File: src/rtl/sln_params.svh
`ifndef SLN_PARAMS_SVH
`define SLN_PARAMS_SVH

// ****************************************
// characters and special codes
// ****************************************
`define SLN_CHAR_W          10
`define SLN_K_FLAG          8'h3C
`define SLN_K_ABORT         8'h5C
`define SLN_K_ACK           8'hF7
`define SLN_K_RR            8'hFB
`define SLN_K_NUL           8'hFD

// ****************************************
// control byte fields
// ****************************************
`define SLN_FT_POS          6
`define SLN_FT_CONTROL      2'h1
`define SLN_FT_RSVD         2'h3
`define SLN_RT_POS          4
`define SLN_RT_RSVD         2'h3
`define SLN_CTL_IGN_BIT     3
`define SLN_CTL_RSVD_MASK   8'h07
`define SLN_CHAN_MSG        8'h00
`define SLN_PATH_LOCAL      8'h00

// ****************************************
// frame and topology figures
// ****************************************
`define SLN_MIN_DATA_CHARS  6
`define SLN_FRAME_OVH_CHARS 8
`define SLN_DUPLEX_OVH_CHARS 4
`define SLN_MAX_STRING_NODES 129
`define SLN_MAX_LOOP_NODES  128

// ****************************************
// timing
// ****************************************
`define SLN_CLK_MHZ         200
`define SLN_RATE_FULL_MBPS  400
`define SLN_RATE_HALF_MBPS  200
`define SLN_LINK_HALF_NS    40
`define SLN_LINK_HALF_CYC   ((`SLN_LINK_HALF_NS * `SLN_CLK_MHZ + 999) / 1000)
`define SLN_ACK_STD_US      25
`define SLN_ACK_EXT_US      100
`define SLN_ACK_STD_CYC     (`SLN_ACK_STD_US * `SLN_CLK_MHZ)
`define SLN_ACK_EXT_CYC     (`SLN_ACK_EXT_US * `SLN_CLK_MHZ)

`endif

File: src/rtl/sln_pkg.sv
`include "sln_params.svh"

package sln_pkg;

  typedef logic [`SLN_CHAR_W-1:0] sln_char_t;

  typedef enum logic [5:0] {
    RT_IDLE  = 6'h01,
    RT_CTRL  = 6'h02,
    RT_ADDR  = 6'h04,
    RT_LOCAL = 6'h08,
    RT_FWD   = 6'h10,
    RT_DROP  = 6'h20
  } sln_route_t;

  // stand-in line code: bit a flags special, bit b its complement
  function automatic sln_char_t sln_enc(input logic k, input logic [7:0] b);
    return {k, ~k, b};
  endfunction

  function automatic logic sln_bad(input sln_char_t c);
    return c[9] == c[8];
  endfunction

  function automatic logic sln_is_k(input sln_char_t c, input logic [7:0] code);
    return c == sln_enc(1'b1, code);
  endfunction

endpackage

File: src/rtl/sln_link_if.sv
`timescale 1ns/1ps

interface sln_link_if;
  logic dn_data;
  logic dn_clk;
  logic up_data;
  logic up_clk;

  modport node_end (input dn_data, input dn_clk, output up_data, output up_clk);
  modport far_end  (output dn_data, output dn_clk, input up_data, input up_clk);
endinterface

File: src/rtl/sln_node_router.sv
`timescale 1ns/1ps
`include "sln_params.svh"

// What this block does
// - originated frames carry reserved bits as zero
// - forwarding ignores reserved bits and values
// - reserved frame or reset type: frame reject
// - message with reserved bits set: reject answer
// - ignored bits accepted with any value
// - characters leave bit a first, j last
// - bit 7 is msb, bit 0 lsb
// - multi-byte numbers go most significant first
// - line runs at 400 or 200 Mb/s; the default divider gives 12.5 or 6.25 Mb/s
// - frame overhead eight characters, duplex four more
// - ack time-out 25 us, extended 100 us
// - receiver recovers timing, synchronised against metastability
// - only configurators may be master, one only
// - address decides local delivery or other port
// - node function picks the originating port
// - links independent; errors only abort forwarded frames
// - string holds at most 129 nodes
// - loop holds at most 128 nodes
// - loops contain dual port nodes only
// - zero path byte means frame is ours
// - frame needs six or more data characters
// - foreign frames cut through with minimal latency

module sln_node_router
  import sln_pkg::*;
#(
  parameter int HALF_CYC   = `SLN_LINK_HALF_CYC,
  parameter int ACK_TO_STD = `SLN_ACK_STD_CYC,
  parameter int ACK_TO_EXT = `SLN_ACK_EXT_CYC,
  parameter int FIFO_DEPTH = 4
) (
  input  wire logic            core_clk,
  input  wire logic            rst,
  sln_link_if.node_end         port0,
  sln_link_if.node_end         port1,
  input  wire logic            half_rate,
  input  wire logic            ext_distance,
  input  wire logic            is_configurator,
  input  wire logic            master_grant,
  output logic                 is_master,
  input  wire logic            loc_tx_valid,
  output logic                 loc_tx_ready,
  input  wire logic [7:0]      loc_tx_data,
  input  wire logic            loc_tx_last,
  input  wire logic            loc_tx_port,
  output logic [1:0]           loc_rx_valid,
  output logic [1:0][7:0]      loc_rx_data,
  output logic [1:0]           loc_rx_first,
  output logic [1:0]           loc_rx_end,
  output logic [1:0]           frame_reject,
  output logic [1:0]           msg_reject,
  output logic [1:0]           runt_frame,
  output logic [1:0]           fwd_abort,
  output logic [1:0]           ack_timeout
);

  localparam int AW = $clog2(FIFO_DEPTH);

  // ****************************************
  // state, one copy per port
  // ****************************************
  logic [1:0]   c_s1, c_s2, c_s3, d_s1, d_s2;
  sln_char_t    rx_sr [2], next_rx_sr [2], rx_chr [2], next_rx_chr [2];
  logic [3:0]   rx_cnt [2], next_rx_cnt [2], tx_bit [2], next_tx_bit [2];
  logic [1:0]   rx_lock, next_rx_lock, rx_stb, next_rx_stb;
  sln_route_t   rt [2], next_rt [2];
  logic [7:0]   fr_cnt [2], next_fr_cnt [2], ctl [2], next_ctl [2], addr [2], next_addr [2];
  logic [1:0]   hdr_cnt [2], next_hdr_cnt [2];
  sln_char_t    mem [2][FIFO_DEPTH], next_mem [2][FIFO_DEPTH];
  logic [AW-1:0] wp [2], next_wp [2], rp [2], next_rp [2];
  logic [AW:0]  fcnt [2], next_fcnt [2];
  sln_char_t    tx_sr [2], next_tx_sr [2];
  logic [15:0]  tx_div [2], next_tx_div [2], ack_tmr [2], next_ack_tmr [2], half_lim;
  logic [1:0]   lclk, next_lclk, lx_open, next_lx_open, lx_first, next_lx_first;
  logic [1:0]   lx_close, next_lx_close, abort_pend, next_abort_pend, ack_run, next_ack_run;
  logic [1:0]   push_v;
  sln_char_t    push_c [2];
  logic [1:0]   next_loc_rx_valid, next_loc_rx_first, next_loc_rx_end, next_frame_reject;
  logic [1:0]   next_msg_reject, next_runt_frame, next_fwd_abort, next_ack_timeout;
  logic [1:0][7:0] next_loc_rx_data;
  logic [1:0]   dn_clk, dn_data;

  // ****************************************
  // pins
  // ****************************************
  assign dn_clk        = {port1.dn_clk, port0.dn_clk};
  assign dn_data       = {port1.dn_data, port0.dn_data};
  assign port0.up_clk  = lclk[0];
  assign port1.up_clk  = lclk[1];
  assign port0.up_data = tx_sr[0][9];
  assign port1.up_data = tx_sr[1][9];
  assign half_lim      = half_rate ? 16'(HALF_CYC * 2 - 1) : 16'(HALF_CYC - 1);

  // both link pins cross into core_clk through two flops
  always_ff @(posedge core_clk) begin
    if (rst) begin
      c_s1 <= 2'h0;
      c_s2 <= 2'h0;
      c_s3 <= 2'h0;
      d_s1 <= 2'h0;
      d_s2 <= 2'h0;
    end else begin
      c_s1 <= dn_clk;
      c_s2 <= c_s1;
      c_s3 <= c_s2;
      d_s1 <= dn_data;
      d_s2 <= d_s1;
    end
  end

  // ****************************************
  // receivers, router, transmitters
  // ****************************************
  always_comb begin
    sln_char_t  sh;
    sln_char_t  c;
    logic [7:0] b;
    logic       slot;
    logic       pop;
    logic       pushed;
    sh = '0;
    c = '0;
    b = 8'h00;
    slot = 1'b0;
    pop = 1'b0;
    pushed = 1'b0;
    next_rx_sr = rx_sr;
    next_rx_chr = rx_chr;
    next_rx_cnt = rx_cnt;
    next_rx_lock = rx_lock;
    next_rx_stb = 2'h0;
    next_rt = rt;
    next_fr_cnt = fr_cnt;
    next_ctl = ctl;
    next_addr = addr;
    next_hdr_cnt = hdr_cnt;
    next_mem = mem;
    next_wp = wp;
    next_rp = rp;
    next_fcnt = fcnt;
    next_tx_sr = tx_sr;
    next_tx_bit = tx_bit;
    next_tx_div = tx_div;
    next_lclk = lclk;
    next_ack_tmr = ack_tmr;
    next_ack_run = ack_run;
    next_lx_open = lx_open;
    next_lx_first = lx_first;
    next_lx_close = lx_close;
    next_abort_pend = abort_pend;
    next_loc_rx_valid = 2'h0;
    next_loc_rx_data = loc_rx_data;
    next_loc_rx_first = 2'h0;
    next_loc_rx_end = 2'h0;
    next_frame_reject = 2'h0;
    next_msg_reject = 2'h0;
    next_runt_frame = 2'h0;
    next_fwd_abort = 2'h0;
    next_ack_timeout = 2'h0;
    push_v = 2'h0;
    push_c[0] = '0;
    push_c[1] = '0;
    loc_tx_ready = 1'b0;
    for (int i = 0; i < 2; i++) begin
      // character alignment hunts for the flag pattern
      if (c_s2[i] && !c_s3[i]) begin
        sh = {rx_sr[i][8:0], d_s2[i]};
        next_rx_sr[i] = sh;
        if (rx_lock[i] ? (rx_cnt[i] == 4'h9) : sln_is_k(sh, `SLN_K_FLAG)) begin
          next_rx_cnt[i]  = 4'h0;
          next_rx_lock[i] = !sln_bad(sh);
          next_rx_stb[i]  = 1'b1;
          next_rx_chr[i]  = sh;
        end else begin
          next_rx_cnt[i] = rx_cnt[i] + 4'h1;
        end
      end
      c = rx_chr[i];
      b = c[7:0];
      if (rx_stb[i]) begin
        if (sln_bad(c) || sln_is_k(c, `SLN_K_ABORT)) begin
          if (rt[i] == RT_FWD) begin
            next_abort_pend[1-i] = 1'b1;
            next_fwd_abort[i]    = 1'b1;
          end
          next_rt[i] = RT_IDLE;
        end else if (sln_is_k(c, `SLN_K_FLAG)) begin
          if (rt[i] == RT_LOCAL) begin
            next_loc_rx_end[i] = 1'b1;
            next_runt_frame[i] = fr_cnt[i] < 8'(`SLN_MIN_DATA_CHARS);
          end
          if (rt[i] == RT_FWD) begin
            push_v[1-i] = 1'b1;
            push_c[1-i] = c;
          end
          next_rt[i]     = RT_CTRL;
          next_fr_cnt[i] = 8'h00;
        end else if (!c[9]) begin
          if (fr_cnt[i] != 8'hFF) begin
            next_fr_cnt[i] = fr_cnt[i] + 8'h01;
          end
          case (rt[i])
            RT_CTRL: begin
              next_ctl[i] = b;
              next_rt[i]  = RT_ADDR;
            end
            RT_ADDR: begin
              if (b != `SLN_PATH_LOCAL) begin
                next_rt[i]      = RT_FWD;
                next_addr[i]    = b - 8'h01;
                next_hdr_cnt[i] = 2'h3;
              end else if (ctl[i][`SLN_FT_POS+:2] == `SLN_FT_RSVD ||
                           (ctl[i][`SLN_FT_POS+:2] == `SLN_FT_CONTROL &&
                            ctl[i][`SLN_RT_POS+:2] == `SLN_RT_RSVD)) begin
                next_frame_reject[i] = 1'b1;
                next_rt[i]           = RT_DROP;
              end else begin
                next_rt[i] = RT_LOCAL;
              end
            end
            RT_LOCAL: begin
              next_loc_rx_valid[i] = 1'b1;
              next_loc_rx_data[i]  = b;
              next_loc_rx_first[i] = fr_cnt[i] == 8'h02;
              // ignored control bit stays out of the mask
              next_msg_reject[i] = fr_cnt[i] == 8'h02 && b == `SLN_CHAN_MSG &&
                                   (ctl[i] & `SLN_CTL_RSVD_MASK) != 8'h00;
            end
            RT_FWD: begin
              push_v[1-i] = 1'b1;
              push_c[1-i] = c;
            end
            default: begin
            end
          endcase
        end
      end else if (hdr_cnt[i] != 2'h0) begin
        // rebuilds flag, control and decremented path ahead of the body
        push_v[1-i] = 1'b1;
        push_c[1-i] = (hdr_cnt[i] == 2'h3) ? sln_enc(1'b1, `SLN_K_FLAG) :
                      (hdr_cnt[i] == 2'h2) ? sln_enc(1'b0, ctl[i]) : sln_enc(1'b0, addr[i]);
        next_hdr_cnt[i] = hdr_cnt[i] - 2'h1;
      end
    end
    for (int p = 0; p < 2; p++) begin
      slot = 1'b0;
      pop = 1'b0;
      pushed = 1'b0;
      if (ack_run[p]) begin
        if (rx_stb[p] && sln_is_k(rx_chr[p], `SLN_K_ACK)) begin
          next_ack_run[p] = 1'b0;
        end else if (ack_tmr[p] == 16'h0000) begin
          next_ack_timeout[p] = 1'b1;
          next_ack_run[p]     = 1'b0;
        end else begin
          next_ack_tmr[p] = ack_tmr[p] - 16'h0001;
        end
      end
      if (tx_div[p] == half_lim) begin
        next_tx_div[p] = 16'h0000;
        next_lclk[p]   = !lclk[p];
        if (lclk[p] && tx_bit[p] != 4'h9) begin
          next_tx_bit[p] = tx_bit[p] + 4'h1;
          next_tx_sr[p]  = {tx_sr[p][8:0], 1'b0};
        end else if (lclk[p]) begin
          next_tx_bit[p] = 4'h0;
          slot = 1'b1;
        end
      end else begin
        next_tx_div[p] = tx_div[p] + 16'h0001;
      end
      next_tx_sr[p] = slot ? sln_enc(1'b1, `SLN_K_NUL) : next_tx_sr[p];
      if (slot && abort_pend[p]) begin
        next_tx_sr[p]      = sln_enc(1'b1, `SLN_K_ABORT);
        next_abort_pend[p] = 1'b0;
      end else if (slot && lx_open[p]) begin
        loc_tx_ready = loc_tx_port == 1'(p);
        if (loc_tx_valid && loc_tx_port == 1'(p)) begin
          b = lx_first[p] ? (loc_tx_data & ~`SLN_CTL_RSVD_MASK) : loc_tx_data;
          next_tx_sr[p]    = sln_enc(1'b0, b);
          next_lx_first[p] = 1'b0;
          next_lx_open[p]  = !loc_tx_last;
          next_lx_close[p] = loc_tx_last;
        end
      end else if (slot && lx_close[p]) begin
        next_tx_sr[p]    = sln_enc(1'b1, `SLN_K_FLAG);
        next_lx_close[p] = 1'b0;
        next_ack_run[p]  = 1'b1;
        next_ack_tmr[p]  = ext_distance ? 16'(ACK_TO_EXT) : 16'(ACK_TO_STD);
      end else if (slot && fcnt[p] != '0) begin
        next_tx_sr[p] = mem[p][rp[p]];
        pop = 1'b1;
      end else if (slot && loc_tx_valid && loc_tx_port == 1'(p) &&
                   rt[1-p] != RT_FWD && hdr_cnt[1-p] == 2'h0) begin
        next_tx_sr[p]    = sln_enc(1'b1, `SLN_K_FLAG);
        next_lx_open[p]  = 1'b1;
        next_lx_first[p] = 1'b1;
      end
      if (pop) begin
        next_rp[p] = rp[p] + 1'b1;
      end
      if (push_v[p]) begin
        if (fcnt[p] == (AW+1)'(FIFO_DEPTH) && !pop) begin
          // overrun kills only the frame in transit
          next_abort_pend[p] = 1'b1;
          next_fwd_abort[1-p] = 1'b1;
          next_rt[1-p]        = RT_DROP;
          next_hdr_cnt[1-p]   = 2'h0;
        end else begin
          next_mem[p][wp[p]] = push_c[p];
          next_wp[p]         = wp[p] + 1'b1;
          pushed             = 1'b1;
        end
      end
      next_fcnt[p] = fcnt[p] + (AW+1)'(pushed) - (AW+1)'(pop);
    end
  end

  always_ff @(posedge core_clk) begin
    if (rst) begin
      for (int p = 0; p < 2; p++) begin
        rx_sr[p]   <= '0;
        rx_chr[p]  <= '0;
        rx_cnt[p]  <= 4'h0;
        rt[p]      <= RT_IDLE;
        fr_cnt[p]  <= 8'h00;
        ctl[p]     <= 8'h00;
        addr[p]    <= 8'h00;
        hdr_cnt[p] <= 2'h0;
        wp[p]      <= '0;
        rp[p]      <= '0;
        fcnt[p]    <= '0;
        tx_sr[p]   <= '0;
        tx_bit[p]  <= 4'h9;
        tx_div[p]  <= 16'h0000;
        ack_tmr[p] <= 16'h0000;
        for (int k = 0; k < FIFO_DEPTH; k++) begin
          mem[p][k] <= '0;
        end
      end
      rx_lock      <= 2'h0;
      rx_stb       <= 2'h0;
      lclk         <= 2'h0;
      lx_open      <= 2'h0;
      lx_first     <= 2'h0;
      lx_close     <= 2'h0;
      abort_pend   <= 2'h0;
      ack_run      <= 2'h0;
      loc_rx_valid <= 2'h0;
      loc_rx_data  <= '0;
      loc_rx_first <= 2'h0;
      loc_rx_end   <= 2'h0;
      frame_reject <= 2'h0;
      msg_reject   <= 2'h0;
      runt_frame   <= 2'h0;
      fwd_abort    <= 2'h0;
      ack_timeout  <= 2'h0;
      is_master    <= 1'b0;
    end else begin
      rx_sr        <= next_rx_sr;
      rx_chr       <= next_rx_chr;
      rx_cnt       <= next_rx_cnt;
      rt           <= next_rt;
      fr_cnt       <= next_fr_cnt;
      ctl          <= next_ctl;
      addr         <= next_addr;
      hdr_cnt      <= next_hdr_cnt;
      mem          <= next_mem;
      wp           <= next_wp;
      rp           <= next_rp;
      fcnt         <= next_fcnt;
      tx_sr        <= next_tx_sr;
      tx_bit       <= next_tx_bit;
      tx_div       <= next_tx_div;
      ack_tmr      <= next_ack_tmr;
      rx_lock      <= next_rx_lock;
      rx_stb       <= next_rx_stb;
      lclk         <= next_lclk;
      lx_open      <= next_lx_open;
      lx_first     <= next_lx_first;
      lx_close     <= next_lx_close;
      abort_pend   <= next_abort_pend;
      ack_run      <= next_ack_run;
      loc_rx_valid <= next_loc_rx_valid;
      loc_rx_data  <= next_loc_rx_data;
      loc_rx_first <= next_loc_rx_first;
      loc_rx_end   <= next_loc_rx_end;
      frame_reject <= next_frame_reject;
      msg_reject   <= next_msg_reject;
      runt_frame   <= next_runt_frame;
      fwd_abort    <= next_fwd_abort;
      ack_timeout  <= next_ack_timeout;
      is_master    <= is_configurator && master_grant;
    end
  end

endmodule

File: src/flat_wrapper.sv
// flat-port wrapper written by rule: the top's interface ports become plain ports
module sln_node_router_flat import sln_pkg::*;
#(
  parameter int HALF_CYC   = `SLN_LINK_HALF_CYC,
  parameter int ACK_TO_STD = `SLN_ACK_STD_CYC,
  parameter int ACK_TO_EXT = `SLN_ACK_EXT_CYC,
  parameter int FIFO_DEPTH = 4
)
  (core_clk, rst, half_rate, ext_distance, is_configurator, master_grant, is_master, loc_tx_valid, loc_tx_ready, loc_tx_data, loc_tx_last, loc_tx_port, loc_rx_valid, loc_rx_data, loc_rx_first, loc_rx_end, frame_reject, msg_reject, runt_frame, fwd_abort, ack_timeout, port0_dn_data, port0_dn_clk, port0_up_data, port0_up_clk, port1_dn_data, port1_dn_clk, port1_up_data, port1_up_clk);
  sln_link_if port0_i ();
  sln_link_if port1_i ();
  input  wire logic core_clk;
  input  wire logic rst;
  input  wire logic half_rate;
  input  wire logic ext_distance;
  input  wire logic is_configurator;
  input  wire logic master_grant;
  output logic is_master;
  input  wire logic loc_tx_valid;
  output logic loc_tx_ready;
  input  wire logic [7:0] loc_tx_data;
  input  wire logic loc_tx_last;
  input  wire logic loc_tx_port;
  output logic [1:0] loc_rx_valid;
  output logic [1:0][7:0] loc_rx_data;
  output logic [1:0] loc_rx_first;
  output logic [1:0] loc_rx_end;
  output logic [1:0] frame_reject;
  output logic [1:0] msg_reject;
  output logic [1:0] runt_frame;
  output logic [1:0] fwd_abort;
  output logic [1:0] ack_timeout;
  input wire logic [$bits(port0_i.dn_data)-1:0] port0_dn_data;
  input wire logic [$bits(port0_i.dn_clk)-1:0] port0_dn_clk;
  output wire logic [$bits(port0_i.up_data)-1:0] port0_up_data;
  output wire logic [$bits(port0_i.up_clk)-1:0] port0_up_clk;
  input wire logic [$bits(port1_i.dn_data)-1:0] port1_dn_data;
  input wire logic [$bits(port1_i.dn_clk)-1:0] port1_dn_clk;
  output wire logic [$bits(port1_i.up_data)-1:0] port1_up_data;
  output wire logic [$bits(port1_i.up_clk)-1:0] port1_up_clk;
  assign port0_i.dn_data = port0_dn_data;
  assign port0_i.dn_clk = port0_dn_clk;
  assign port0_up_data = port0_i.up_data;
  assign port0_up_clk = port0_i.up_clk;
  assign port1_i.dn_data = port1_dn_data;
  assign port1_i.dn_clk = port1_dn_clk;
  assign port1_up_data = port1_i.up_data;
  assign port1_up_clk = port1_i.up_clk;
  sln_node_router #(.HALF_CYC(HALF_CYC), .ACK_TO_STD(ACK_TO_STD), .ACK_TO_EXT(ACK_TO_EXT), .FIFO_DEPTH(FIFO_DEPTH)) u_core (.core_clk(core_clk), .rst(rst), .port0(port0_i), .port1(port1_i), .half_rate(half_rate), .ext_distance(ext_distance), .is_configurator(is_configurator), .master_grant(master_grant), .is_master(is_master), .loc_tx_valid(loc_tx_valid), .loc_tx_ready(loc_tx_ready), .loc_tx_data(loc_tx_data), .loc_tx_last(loc_tx_last), .loc_tx_port(loc_tx_port), .loc_rx_valid(loc_rx_valid), .loc_rx_data(loc_rx_data), .loc_rx_first(loc_rx_first), .loc_rx_end(loc_rx_end), .frame_reject(frame_reject), .msg_reject(msg_reject), .runt_frame(runt_frame), .fwd_abort(fwd_abort), .ack_timeout(ack_timeout));
endmodule
File: config.mk
export PLATFORM = sky130hd
export DESIGN_NAME = sln_node_router_flat
export DESIGN_NICKNAME = d
export VERILOG_FILES = /design/src/rtl/sln_pkg.sv /design/src/rtl/sln_link_if.sv /design/src/rtl/sln_node_router.sv /design/src/flat_wrapper.sv
export VERILOG_INCLUDE_DIRS = /design/src /design/src/rtl
export SDC_FILE = /design/constraint.sdc
export NUM_CORES = 1
export LEC_CHECK = 0
export BUFFER_PORTS_ARGS = -buffer_cell sky130_fd_sc_hd__buf_2
export CAP_MARGIN = 20
export CORE_UTILIZATION = 60
export CTS_BUF_LIST = sky130_fd_sc_hd__clkbuf_8 sky130_fd_sc_hd__clkbuf_16
export DETAILED_ROUTE_END_ITERATION = 6
export PLACE_DENSITY = 0.89
export SYNTH_ARGS = -nofsm -noshare
export SYNTH_HDL_FRONTEND = slang
export SYNTH_SLANG_ARGS = --single-unit
export TNS_END_PERCENT = 10
File: constraint.sdc
create_clock -name core_clk -period 3.5 [get_ports core_clk]
set_input_delay 0.35 -clock core_clk [delete_from_list [all_inputs] [get_ports core_clk]]
set_output_delay 0.35 -clock core_clk [all_outputs]
set_load 0.01 [all_outputs]
==> out/results.md, run 1 <==
| Metric | Value | Unit |
|---|---|---|
| CTS tree | yes | - |
| Crit path kind | reg -> reg | - |
| Sw Ratio | 0.212 | - |
| Flip-flop and latch count after synthesis | 355 | - |
| Max_cap viols | 0 | - |
| Cell depth of the worst min-delay path | 2 | - |
| Num Clock Sinks | 355 | - |
| Worst min-delay path class | in -> reg | - |
| Mean area per synthesized cell | 8.95 | um^2 |
| Total power consumption of the routed design | 8.14 | mW |
| Slack of the worst reg-to-reg path | 0.54 | ns |
| Initial drt markers | 1,128 | - |
| Antenna-violating nets left | 0 | - |
| Synth Area in XOR/XNOR | 0.0499 | - |
| Part of the power in the clock network | 0.483 | - |
| Number of enable flip-flop cells after synthesis | 0 | - |
| Highest ir drop seen on vdd | 0.430 | mV |
| Number of nets produced by synthesis | 1,933 | - |
| Hold-fix buffers at CTS | 0 | - |
| Clock-pin slew on the worst setup and hold paths | 0.06 | ns |
| Post-route fraction of the period consumed by the critical path | 0.847 | - |
| Initial core utilization | 0.615 | - |
| Arrival time at the worst endpoint | 3.36 | ns |
| DR vias | 13,600 | - |
| Die width | 169 | um |
| RSZ-0062 raised after global routing | false | - |
| Slew @ Worst Pin | 0.966 | ns |
| Final standard cell area without fillers | 0.0184 | mm^2 |
| Crit path capture type | flop | - |
| Post-synthesis simple-gate area fraction | 0.237 | - |
| Static power due to leakage | 6.78 | nW |
| Max-Slew Margin vs Limit | 0.355 | - |
| Max Freq | 337 | MHz |
| Startpoint of the most critical hold path | port0_dn_data | - |
| Number of buffers on the longest clock path | 3 | - |
| Overall die height | 169 | um |
| Antenna violations before repair | 2 | - |
| First-pass GRT wire length | 64.2 | mm |
| Detail-routed net length per standard cell | 16.9 | um |
| Fraction of the mapped netlist area in adder cells | 0.0377 | - |
| Tightest hold margin | 0.0473 | ns |
| HPWL after DPL | 26.3 | mm |
| Remaining design rule violation count | 0 | - |
| Max Slew Vio Count | 0 | - |
| Maximum level of the CTS H-tree | 2 | - |
| Area of the multi-input gates | 0.00886 | mm^2 |
| Worst min-delay path endpoint | u_core.d_s1[0] | - |
| Die footprint | 0.0285 | mm^2 |
| Core Box Area | 0.0271 | mm^2 |
| Area share of the largest cell type after synthesis | 0.426 | - |
| Placed Instance Area | 0.0172 | mm^2 |
| Cell types occupying the most area after synthesis | sky130_fd_sc_hd__dfxtp_1, sky130_fd_sc_hd__mux2i_1, sky130_fd_sc_hd__nor2_1 | - |
| Post-Synthesis Cells | 1,863 | - |
| Total congestion overflow after global routing | 0 | - |
| Leading cell type by number of instances after synthesis | sky130_fd_sc_hd__dfxtp_1 | - |
| Source of the worst register-to-register timing path | u_core.tx_bit[0] | - |
| Area leader, netlist | sky130_fd_sc_hd__dfxtp_1 | - |
| Post-CTS resize count | 0 | - |
| Crit path required time | 3.89 | ns |
| First-pass DRT Iterations | 5 | - |
| Count of cell types in the netlist | 79 | - |
| Mux contribution to synthesized area | 0.0933 | - |
| Via count of the first global-routing pass | 13,100 | - |
| TritonCTS Buffers | 37 | - |
| Fraction of registers with async set/reset | 0 | - |
| Run status | finished clean | - |
| Non-filler cells, final | 2,284 | - |
| Combinational family with the most area after synthesis | simple AND/OR/NAND/NOR gates | - |
| Global placer's final weighted congestion | 0.901 | - |
| Sequential cell fraction of total power | 0.499 | - |
| Worst Reg2Reg Path Length in Cells | 11 | - |
| Most frequently used flop master after synthesis | sky130_fd_sc_hd__dfxtp_1 | - |
| Fill count | 2,017 | - |
| Via density | 5.96 | - |
| Total instance count after detailed placement | 2,217 | - |
| Proportion of layout cells with a drive suffix above 1 | 0.101 | - |
| Number of synthesis warnings | 0 | - |
| Seq. cell area | 0.00711 | mm^2 |
| Combined global-route utilization of all metal layers | 0.271 | - |
| Cell types with the highest counts after synthesis | sky130_fd_sc_hd__dfxtp_1, sky130_fd_sc_hd__nor2_1, sky130_fd_sc_hd__nand2_1 | - |
| Setup crit start kind | flop | - |
| Time the final worst path needs with I/O delays and setup | 2.96 | ns |
| Drt total wl | 38.7 | mm |
| Clock latency of the later-clocked register in the worst-skew pair | 0.53 | ns |
| Share of the yosys chip area belonging to registers | 0.426 | - |
| Ratio of total power to cell area | 443 | mW/mm^2 |
| Clock root buffer master | sky130_fd_sc_hd__clkbuf_16 | - |
| Complex-gate fraction of the synthesized area | 0.113 | - |
| Crit Reg-Reg Endpoint | u_core.fcnt[2] | - |
| Largest net degree at the start of global routing | 86 | - |
| Combinational power share | 0.018 | - |
| Net switching component of the power | 1.73 | mW |
| Area delta synth->final | 10.3 | % |
| Top-level I/O count | 59 | - |
| CP max FO | 10 | - |
| Internal power | 6.41 | mW |
| Final hold violation count | 0 | - |
| Floorplan row count | 60 | - |
| Setup fix buffers added after clock tree synthesis | 0 | - |
| Layout Skew | 0.0154 | ns |
| Synthesized cell area | 0.0167 | mm^2 |
| Number of I/O port buffers | 58 | - |
| Final TNS setup | 0 | ns |
| Nets@finish | 1,955 | - |
| Final count of negative-setup-slack endpoints | 0 | - |
==> stage by stage <==
step,setup slack [ns],utilization
floorplan,0.606,-
global placement,0.691,0.634
detailed placement,0.595,0.634
CTS,0.572,0.678
global route,0.272,0.679
finish,0.535,0.679
==> worst max-delay path by stage <==
stage	start	to	cells past startpoint
CTS	u_core.tx_bit[0]	u_core.fcnt[2]	11
global route	u_core.tx_bit[0]	u_core.fcnt[2]	12
detailed placement	u_core.tx_bit[0]	u_core.fcnt[2]	11
finish	u_core.tx_bit[0]	u_core.fcnt[2]	11
global placement	u_core.tx_bit[0]	u_core.fcnt[2]	11
floorplan	u_core.tx_bit[4]	u_core.fcnt[4]	12
==> state kept, by name, indices dropped and copies added (netlist names), 18 cells and up <==
register and cells:
u_core.mem 80, u_core.rx_sr 18, u_core.tx_sr 18, u_core.rx_chr 20, u_core.ack_tmr 32, u_core.tx_div 32
==> cells by family (layout without fill, tap and decap cells) <==
kind of cell	count (synthesis)	in the layout
buf+inv	171	217
fa+ha+maj	49	49
mux	130	130
other cells	0	3
xor+xnor	95	95
flops	355	355
compound gates	289	289
simple gates	774	774
==> layout by cell type, fill, tap and decap left out, types with 21 or more instances in the layout <==
master                      instances
sky130_fd_sc_hd__mux2i_1          106
sky130_fd_sc_hd__clkbuf_16         39
sky130_fd_sc_hd__nor2_1           250
sky130_fd_sc_hd__nand2b_1          75
sky130_fd_sc_hd__nor3_1            51
sky130_fd_sc_hd__nor4_1            24
sky130_fd_sc_hd__nand4_1           21
sky130_fd_sc_hd__nor2b_1           39
sky130_fd_sc_hd__buf_2             57
sky130_fd_sc_hd__buf_4             23
sky130_fd_sc_hd__or3_1             22
sky130_fd_sc_hd__o32ai_1           24
sky130_fd_sc_hd__xor2_1            43
sky130_fd_sc_hd__a211oi_1          35
sky130_fd_sc_hd__nand3_1           43
sky130_fd_sc_hd__dfxtp_1          355
sky130_fd_sc_hd__xnor2_1           52
sky130_fd_sc_hd__ha_1              47
sky130_fd_sc_hd__inv_1             77
sky130_fd_sc_hd__nand2_1          139
sky130_fd_sc_hd__a21oi_1          122
sky130_fd_sc_hd__o21ai_0           22
==> layout make-up <==
cell class / count / area share
multi-input combinational: 1337 / 0.482
inverter: 72 / 0.0147
antenna: 3 / 0.000408
clock buffer: 46 / 0.0583
clock inverter: 17 / 0.00755
tap: 372 / 0.0253
timing repair buffer: 82 / 0.0259
sequential: 355 / 0.386
==> critical path, stage by stage (launching register included) <==
cell	delay (ns)
sky130_fd_sc_hd__dfxtp_1	0.40
sky130_fd_sc_hd__ha_1	0.21
sky130_fd_sc_hd__nand3b_2	0.20
sky130_fd_sc_hd__nor2_1	0.33
sky130_fd_sc_hd__nand4_2	0.23
sky130_fd_sc_hd__a211oi_4	0.43
sky130_fd_sc_hd__ha_1	0.21
sky130_fd_sc_hd__inv_1	0.05
sky130_fd_sc_hd__fa_1	0.41
sky130_fd_sc_hd__xor2_1	0.18
sky130_fd_sc_hd__xnor2_1	0.14
sky130_fd_sc_hd__nor2_1	0.06
==> power by group through the flow <==
stage,Combinational (mW),Sequential (mW),Clock (mW)
2_1_floorplan,0.103,4.15,0
3_3_place_gp,0.140,4.15,0
3_5_place_dp,0.143,4.16,0
4_1_cts,0.144,4.07,3.98
5_1_grt,0.161,4.07,4.14
6_report,0.145,4.07,3.93
==> per-layer routing <==
metal | part of all wire | track usage
met5 | 0 | 0
met1 | 0.42 | 0.343
met3 | 0.053 | 0.0393
met4 | 0.032 | 0.103
met2 | 0.49 | 0.468
(Power assumes the default switching activity.)
==> inputs of run 2 (changes only) <==
==> constraint.sdc (replaced) <==
create_clock -name core_clk -period 3.1 [get_ports core_clk]
set_input_delay 0.31 -clock core_clk [delete_from_list [all_inputs] [get_ports core_clk]]
set_output_delay 0.31 -clock core_clk [all_outputs]
set_load 0.01 [all_outputs]
==> run 2 against run 1 <==
  * Clock power rose by 12%
  * Flip-flop and latch count did not move
  * Die area did not move
  * Cell area rose by 0.67%
  * Worst hold slack got worse by 0.046 ns
  * Clock-buffer cell count did not move
  * Utilization rose by 0.45 points
  * Largest cell class unchanged
==> out/results.md, run 2 (synthesis results as in run 1) <==
| Metric | Value | Unit | Change |
|---|---|---|---|
| Via density | 6.02 | - | +1.1% |
| Post-route fraction of the period consumed by the critical path | 0.940 | - | +0.0932 |
| Number of I/O port buffers | 58 | - | unchanged |
| Proportion of layout cells with a drive suffix above 1 | 0.105 | - | +0.00430 |
| Crit path kind | reg -> reg | - |  |
| Layout Skew | 0.0126 | ns | -0.00284 ns |
| Number of buffers and inverters on the critical path | 1 | - | unchanged |
| Time the final worst path needs with I/O delays and setup | 2.91 | ns | -0.0500 ns |
| Setup crit start kind | flop | - |  |
| Maximum level of the CTS H-tree | 2 | - | unchanged |
| Die width | 169 | um | unchanged |
| Final count of negative-setup-slack endpoints | 0 | - | unchanged |
| Remaining design rule violation count | 0 | - | unchanged |
| Floorplan row count | 60 | - | unchanged |
| Antenna violations before repair | 0 | - | -2 |
| Commonest non-fill, non-tap cells in the layout | sky130_fd_sc_hd__dfxtp_1, sky130_fd_sc_hd__nor2_1, sky130_fd_sc_hd__nand2_1, sky130_fd_sc_hd__a21oi_1, sky130_fd_sc_hd__mux2i_1 | - |  |
| Top Registers | u_core.mem: 80 flops, u_core.ack_tmr: 32 flops, u_core.tx_div: 32 flops | - |  |
| Max Freq | 343 | MHz | +1.7% |
| Max-Slew Margin vs Limit | 0.329 | - | -0.0260 |
| Post-CTS resize count | 0 | - | unchanged |
| Final TNS setup | 0 | ns | unchanged |
| Detail-routed net length per standard cell | 17.4 | um | +2.6% |
| Most flop-heavy register | u_core.mem | - |  |
| DR vias | 13,800 | - | +1.7% |
| Max Slew Vio Count | 0 | - | unchanged |
| Clock root buffer master | sky130_fd_sc_hd__clkbuf_16 | - |  |
| Slack of the worst reg-to-reg path | 0.19 | ns | -0.35 ns |
| Num Clock Sinks | 355 | - | unchanged |
| Largest stage delay on the critical path | 0.40 | ns | -0.03 ns |
| Final WS setup | 0.185 | ns | -0.350 ns |
| Startpoint of the most critical hold path | port0_dn_data | - |  |
| Global placer's final weighted congestion | 0.929 | - | +3.2% |
| TritonCTS Buffers | 37 | - | unchanged |
| Clock latency of the later-clocked register in the worst-skew pair | 0.53 | ns | about the same |
| Combined global-route utilization of all metal layers | 0.276 | - | +0.00509 |
| Run status | finished clean | - |  |
| Largest net degree at the start of global routing | 80 | - | -7.0% |
| Worst min-delay path class | in -> reg | - |  |
| RSZ-0062 raised after global routing | false | - |  |
| First-pass GRT wire length | 65.2 | mm | +1.6% |
| Antenna Diode Count | 0 | - | -3 |
| Highest ir drop seen on vdd | 0.419 | mV | -2.6% |
| Crit Reg-Reg Endpoint | u_core.fcnt[2] | - |  |
| Die footprint | 0.0285 | mm^2 | unchanged |
| Worst min-delay path endpoint | u_core.d_s1[0] | - |  |
| Clock-pin slew on the worst setup and hold paths | 0.06 | ns | about the same |
| Max reg flops | 80 | - | unchanged |
| CP max FO | 10 | - | unchanged |
| Worst slack at placement | 0.321 | ns | -0.274 ns |
| First-pass DRT Iterations | 5 | - | unchanged |
| Number of buffers on the longest clock path | 3 | - | unchanged |
| Top-level I/O count | 59 | - | unchanged |
| Drt total wl | 39.9 | mm | +3.2% |
| Source of the worst register-to-register timing path | u_core.tx_bit[0] | - |  |
| Initial core utilization | 0.615 | - | unchanged |
| Max_cap viols | 0 | - | unchanged |
| CTS tree | yes | - |  |
| Nets@finish | 1,972 | - | +0.87% |
| Crit path capture type | flop | - |  |
| Final hold violation count | 0 | - | unchanged |
| Area delta synth->final | 11.1 | % |  |
| Cell family contributing the most delay on the critical path | simple AND/OR/NAND/NOR gates | - |  |
| Setup fix buffers added after clock tree synthesis | 0 | - | unchanged |
| Ratio of total power to cell area | 494 | mW/mm^2 | +12% |
| Antenna-violating nets left | 0 | - | unchanged |
| Worst Reg2Reg Path Length in Cells | 12 | - | +1 |
| Slew @ Worst Pin | 0.998 | ns | +0.0325 ns |
| Arrival time at the worst endpoint | 3.30 | ns | -0.06 ns |
| Total congestion overflow after global routing | 0 | - | unchanged |
| Total power consumption of the routed design | 9.16 | mW | +12% |
| Core Box Area | 0.0271 | mm^2 | unchanged |
| HPWL after DPL | 26.6 | mm | +1.1% |
| Cell depth of the worst min-delay path | 2 | - | unchanged |
| Most common cell after layout, fill and taps aside | sky130_fd_sc_hd__dfxtp_1 | - |  |
| Initial drt markers | 1,235 | - | +9.5% |
| Crit path required time | 3.49 | ns | -0.40 ns |
| Slowest library cell on the worst path | sky130_fd_sc_hd__dfxtp_1 | - |  |
| Via count of the first global-routing pass | 13,500 | - | +3.0% |
| Static power due to leakage | 6.88 | nW | +1.4% |
| Cell-by-cell listing of the critical path | ha_1, nand3b_2, nor2_1, and4_1, nand2_1, xnor2_1, ha_1, inv_1, fa_1, xor2_1, xnor2_1, nor2_1 | - |  |
| Overall die height | 169 | um | unchanged |
==> run 2: cell count changes in the layout (fill, tap and decap cells not counted), moves of 3 or more <==
| cell | before | now |
|---|---|---|
| sky130_fd_sc_hd__diode_2 | 3 | 0 |
| sky130_fd_sc_hd__dlygate4sd3_1 | 0 | 3 |
| sky130_fd_sc_hd__clkinv_2 | 7 | 4 |
| sky130_fd_sc_hd__buf_4 | 23 | 37 |
| sky130_fd_sc_hd__inv_1 | 77 | 81 |
==> run 2: how the worst max path moves through the flow <==
stage | start | end | slack [ns] | cells after the start
after floorplan | u_core.tx_bit[4] | u_core.fcnt[4] | 0.21 | 12
after global placement | u_core.tx_bit[0] | u_core.fcnt[2] | 0.39 | 12
after detailed placement | u_core.tx_bit[0] | u_core.fcnt[2] | 0.32 | 12
after CTS | u_core.tx_bit[0] | u_core.fcnt[2] | 0.22 | 12
after global routing | u_core.tx_bit[0] | u_core.fcnt[2] | 0.007 | 12
final | u_core.tx_bit[0] | u_core.fcnt[2] | 0.19 | 12
==> run 2: final cells by class <==
class,instances,area (um^2)
multi-input cells,1337,8860
repair buffers,99,612
flip-flops and latches,355,7110
clock inverters,17,134
inverters,72,270
well taps,372,465
clock buffers,46,1070
fillers,1955,8580
==> run 2: per-layer routing <==
layer  track usage  wire (um)  vias up
met5             0          0        -
met1         0.334      16600     6680
met4         0.117       1290        0
met2         0.487      19900      486
li1              -          -     6560
met3        0.0437       2060      116
==> run 2: stage by stage <==
step / util / hold WS, ns / instance area [um^2] / cells
final: 0.683 / 0.00135 / 18500 / 2298
after global routing: 0.683 / 0.0102 / 18500 / 2298
after global placement: 0.637 / 0.424 / 17300 / 2230
after detailed placement: 0.637 / 0.429 / 17300 / 2230
after floorplan: - / 0.413 / 16700 / 1863
after CTS: 0.683 / 0.00293 / 18500 / 2296
==> run 2: report_power, final <==
| group | total (mW) | internal [mW] | switching (mW) |
|---|---|---|---|
| registers | 4.59 | 4.58 | 0.0135 |
| logic | 0.172 | 0.0570 | 0.115 |
| clock network | 4.39 | 2.61 | 1.79 |
| total | 9.16 | 7.24 | 1.92 |
==> run 2: what timing repair did <==
| action | 4_1_cts | 5_1_grt |
|---|---|---|
| hold buffers | 3 | 0 |
| endpoints found under the hold margin | 2 | 0 |
| endpoints found under the setup margin | 0 | 0 |
==> inputs of run 3 (changes only) <==
--- a/config.mk
+++ b/config.mk
@@ -6,12 +6,13 @@
 export SDC_FILE = /design/constraint.sdc
 export NUM_CORES = 1
 export LEC_CHECK = 0
-export BUFFER_PORTS_ARGS = -buffer_cell sky130_fd_sc_hd__buf_2
 export CAP_MARGIN = 20
 export CORE_UTILIZATION = 60
 export CTS_BUF_LIST = sky130_fd_sc_hd__clkbuf_8 sky130_fd_sc_hd__clkbuf_16
 export DETAILED_ROUTE_END_ITERATION = 6
-export PLACE_DENSITY = 0.89
+export DONT_BUFFER_PORTS = 1
+export PLACE_DENSITY = 0.87
+export SLEW_MARGIN = 20
 export SYNTH_ARGS = -nofsm -noshare
 export SYNTH_HDL_FRONTEND = slang
 export SYNTH_SLANG_ARGS = --single-unit
==> run 3 against run 2 <==
  * Sequential power hardly changed
  * Combinational power down 15%
  * Final cell count shrank 0.91%
  * Flip-flop and latch count unchanged
  * Non-clock buffer count shrank 27
  * Register-to-register slack got worse by 0.03 ns
  * Global-route usage is 0.98 points higher
  * Via count shrank 0.25%
  * Setup slack got worse by 0.026 ns
  * First-iteration DRC count up 2.8%
==> out/results.md, run 3 (synthesis results as in run 1) <==
| Metric | Value | Unit | Change |
|---|---|---|---|
| Max Freq | 340 | MHz | -0.89% |
| Floorplan row count | 60 | - | unchanged |
| Via count of the first global-routing pass | 13,500 | - | -0.58% |
| Arrival time at the worst endpoint | 3.40 | ns | +0.10 ns |
| Initial drt markers | 1,269 | - | +2.8% |
| Worst min-delay path class | in -> reg | - |  |
| Time the final worst path needs with I/O delays and setup | 2.94 | ns | +0.0263 ns |
| Clock root buffer master | sky130_fd_sc_hd__clkbuf_16 | - |  |
| Ratio of total power to cell area | 510 | mW/mm^2 | +3.1% |
| Die width | 169 | um | unchanged |
| Area delta synth->final | 12.4 | % |  |
| Initial core utilization | 0.615 | - | unchanged |
| Maximum level of the CTS H-tree | 2 | - | unchanged |
| Remaining design rule violation count | 0 | - | unchanged |
| Number of I/O port buffers | 0 | - | -100% |
| RSZ-0062 raised after global routing | false | - |  |
| Core Box Area | 0.0271 | mm^2 | unchanged |
| Slew @ Worst Pin | 1.08 | ns | +0.0779 ns |
| Max reg flops | 80 | - | unchanged |
| Via density | 6.06 | - | +0.67% |
| Crit path required time | 3.56 | ns | +0.07 ns |
| DR vias | 13,800 | - | -0.25% |
| Final count of negative-setup-slack endpoints | 0 | - | unchanged |
| Cell mode on critical path | sky130_fd_sc_hd__a21oi_1 | - |  |
| TritonCTS Buffers | 38 | - | +2.7% |
| Detail-routed net length per standard cell | 17.9 | um | +3.1% |
| First-pass DRT Iterations | 6 | - | +1 |
| Largest stage delay on the critical path | 0.57 | ns | +0.17 ns |
| Max-Slew Margin vs Limit | 0.280 | - | -0.0489 |
| Most flop-heavy register | u_core.mem | - |  |
| Total congestion overflow after global routing | 0 | - | unchanged |
| CP max FO | 17 | - | +7 |
| Static power due to leakage | 6.87 | nW | -0.14% |
| Setup fix buffers added after clock tree synthesis | 0 | - | unchanged |
| Highest ir drop seen on vdd | 0.309 | mV | -26% |
| Run status | finished clean | - |  |
| Antenna Diode Count | 0 | - | unchanged |
| Largest net degree at the start of global routing | 158 | - | +98% |
| Max_cap viols | 0 | - | unchanged |
| Cell family contributing the most delay on the critical path | simple AND/OR/NAND/NOR gates | - |  |
| Number of buffers on the longest clock path | 3 | - | unchanged |
| Proportion of layout cells with a drive suffix above 1 | 0.0782 | - | -0.0272 |
| Antenna-violating nets left | 0 | - | unchanged |
| Max Slew Vio Count | 0 | - | unchanged |
| Post-route fraction of the period consumed by the critical path | 0.949 | - | +0.00848 |
| Cell-by-cell listing of the critical path | or4_1, nor3_1, nand3_1, nor4b_1, a21oi_1, a21oi_1, dlygate4sd3_1 | - |  |
| Crit path kind | reg -> reg | - |  |
| CTS tree | yes | - |  |
| Layout Skew | 0.0131 | ns | +0.000543 ns |
| Die footprint | 0.0285 | mm^2 | unchanged |
| Placed Instance Area | 0.0169 | mm^2 | -2.0% |
| Final hold violation count | 0 | - | unchanged |
| Clock latency of the later-clocked register in the worst-skew pair | 0.53 | ns | about the same |
| Clock-pin slew on the worst setup and hold paths | 0.06 | ns | about the same |
| Top Registers | u_core.mem: 80 flops, u_core.ack_tmr: 32 flops, u_core.tx_div: 32 flops | - |  |
| First-pass GRT wire length | 66.9 | mm | +2.7% |
| Antenna violations before repair | 1 | - | +1 |
| Top-level I/O count | 59 | - | unchanged |
| Num Clock Sinks | 355 | - | unchanged |
| Combined global-route utilization of all metal layers | 0.286 | - | +0.00979 |
| Overall die height | 169 | um | unchanged |
| Commonest non-fill, non-tap cells in the layout | sky130_fd_sc_hd__dfxtp_1, sky130_fd_sc_hd__nor2_1, sky130_fd_sc_hd__nand2_1, sky130_fd_sc_hd__a21oi_1, sky130_fd_sc_hd__mux2i_1 | - |  |
| Number of buffers and inverters on the critical path | 1 | - | unchanged |
| Fill count | 1,930 | - | -1.3% |
| Final standard cell area without fillers | 0.0187 | mm^2 | +1.2% |
| HPWL after DPL | 25.7 | mm | -3.5% |
| Crit path capture type | flop | - |  |
| Slowest library cell on the worst path | sky130_fd_sc_hd__dlygate4sd3_1 | - |  |
| Setup crit start kind | flop | - |  |
| Final TNS setup | 0 | ns | unchanged |
| Global placer's final weighted congestion | 0.896 | - | -3.5% |
| Drt total wl | 40.8 | mm | +2.2% |
| Nets@finish | 1,946 | - | -1.3% |
| Most common cell after layout, fill and taps aside | sky130_fd_sc_hd__dfxtp_1 | - |  |
## run 3: timing repair
item / CTS / global route
gates resized for setup: 0 / 3
setup endpoints to repair: 0 / 2
endpoints found under the hold margin: 190 / 0
hold buffers: 43 / 0
## run 3: where the power goes
part           total, mW  leakage, nW  internal, mW  switching (mW)
clock network       4.82        0.696          2.97            1.84
registers           4.59         2.86          4.58          0.0144
logic              0.146         3.31        0.0564          0.0895
## run 3: worst paths after layout
path                                        start                to  slack [ns]  depth (start not counted)
worst min-delay path                          rst    u_core.mem[76]        0.02                          2
worst min register to register     u_core.c_s1[1]    u_core.c_s2[1]        0.44                          1
worst max-delay path            u_core.tx_div[29]  u_core.tx_sr[16]        0.16                          7
worst max register to register  u_core.tx_div[29]  u_core.tx_sr[16]        0.16                          7
## run 3: cell type report
class	instances	area [um^2]	share of cell area
Tap cell	372	465	0.0248
Clock buffer	48	1120	0.0599
Sequential cell	355	7110	0.379
Inverter	72	270	0.0144
Clock inverter	21	228	0.0122
Timing Repair Buffer	72	666	0.0355
Multi-Input combinational cell	1337	8880	0.474
## run 3: per-layer routing
metal / global-route usage / vias to the layer above / wire, um
met1: 0.345 / 6590 / 16400
met2: 0.493 / 548 / 19800
li1: - / 6521 / -
met3: 0.0486 / 147 / 2520
met4: 0.145 / 2 / 2070
met5: 0 / - / 9
## run 3: per-stage QoR
stage	setup WS, ns	power, mW	hold slack [ns]	utilization	std cells
2_1_floorplan	0.206	4.80	0.413	-	1863
3_3_place_gp	0.440	4.78	0.404	0.624	2165
3_5_place_dp	0.353	4.78	0.413	0.624	2165
4_1_cts	0.0822	9.58	0.000146	0.691	2277
5_1_grt	0.00514	9.82	0.00348	0.692	2277
6_report	0.159	9.55	0.0213	0.692	2277
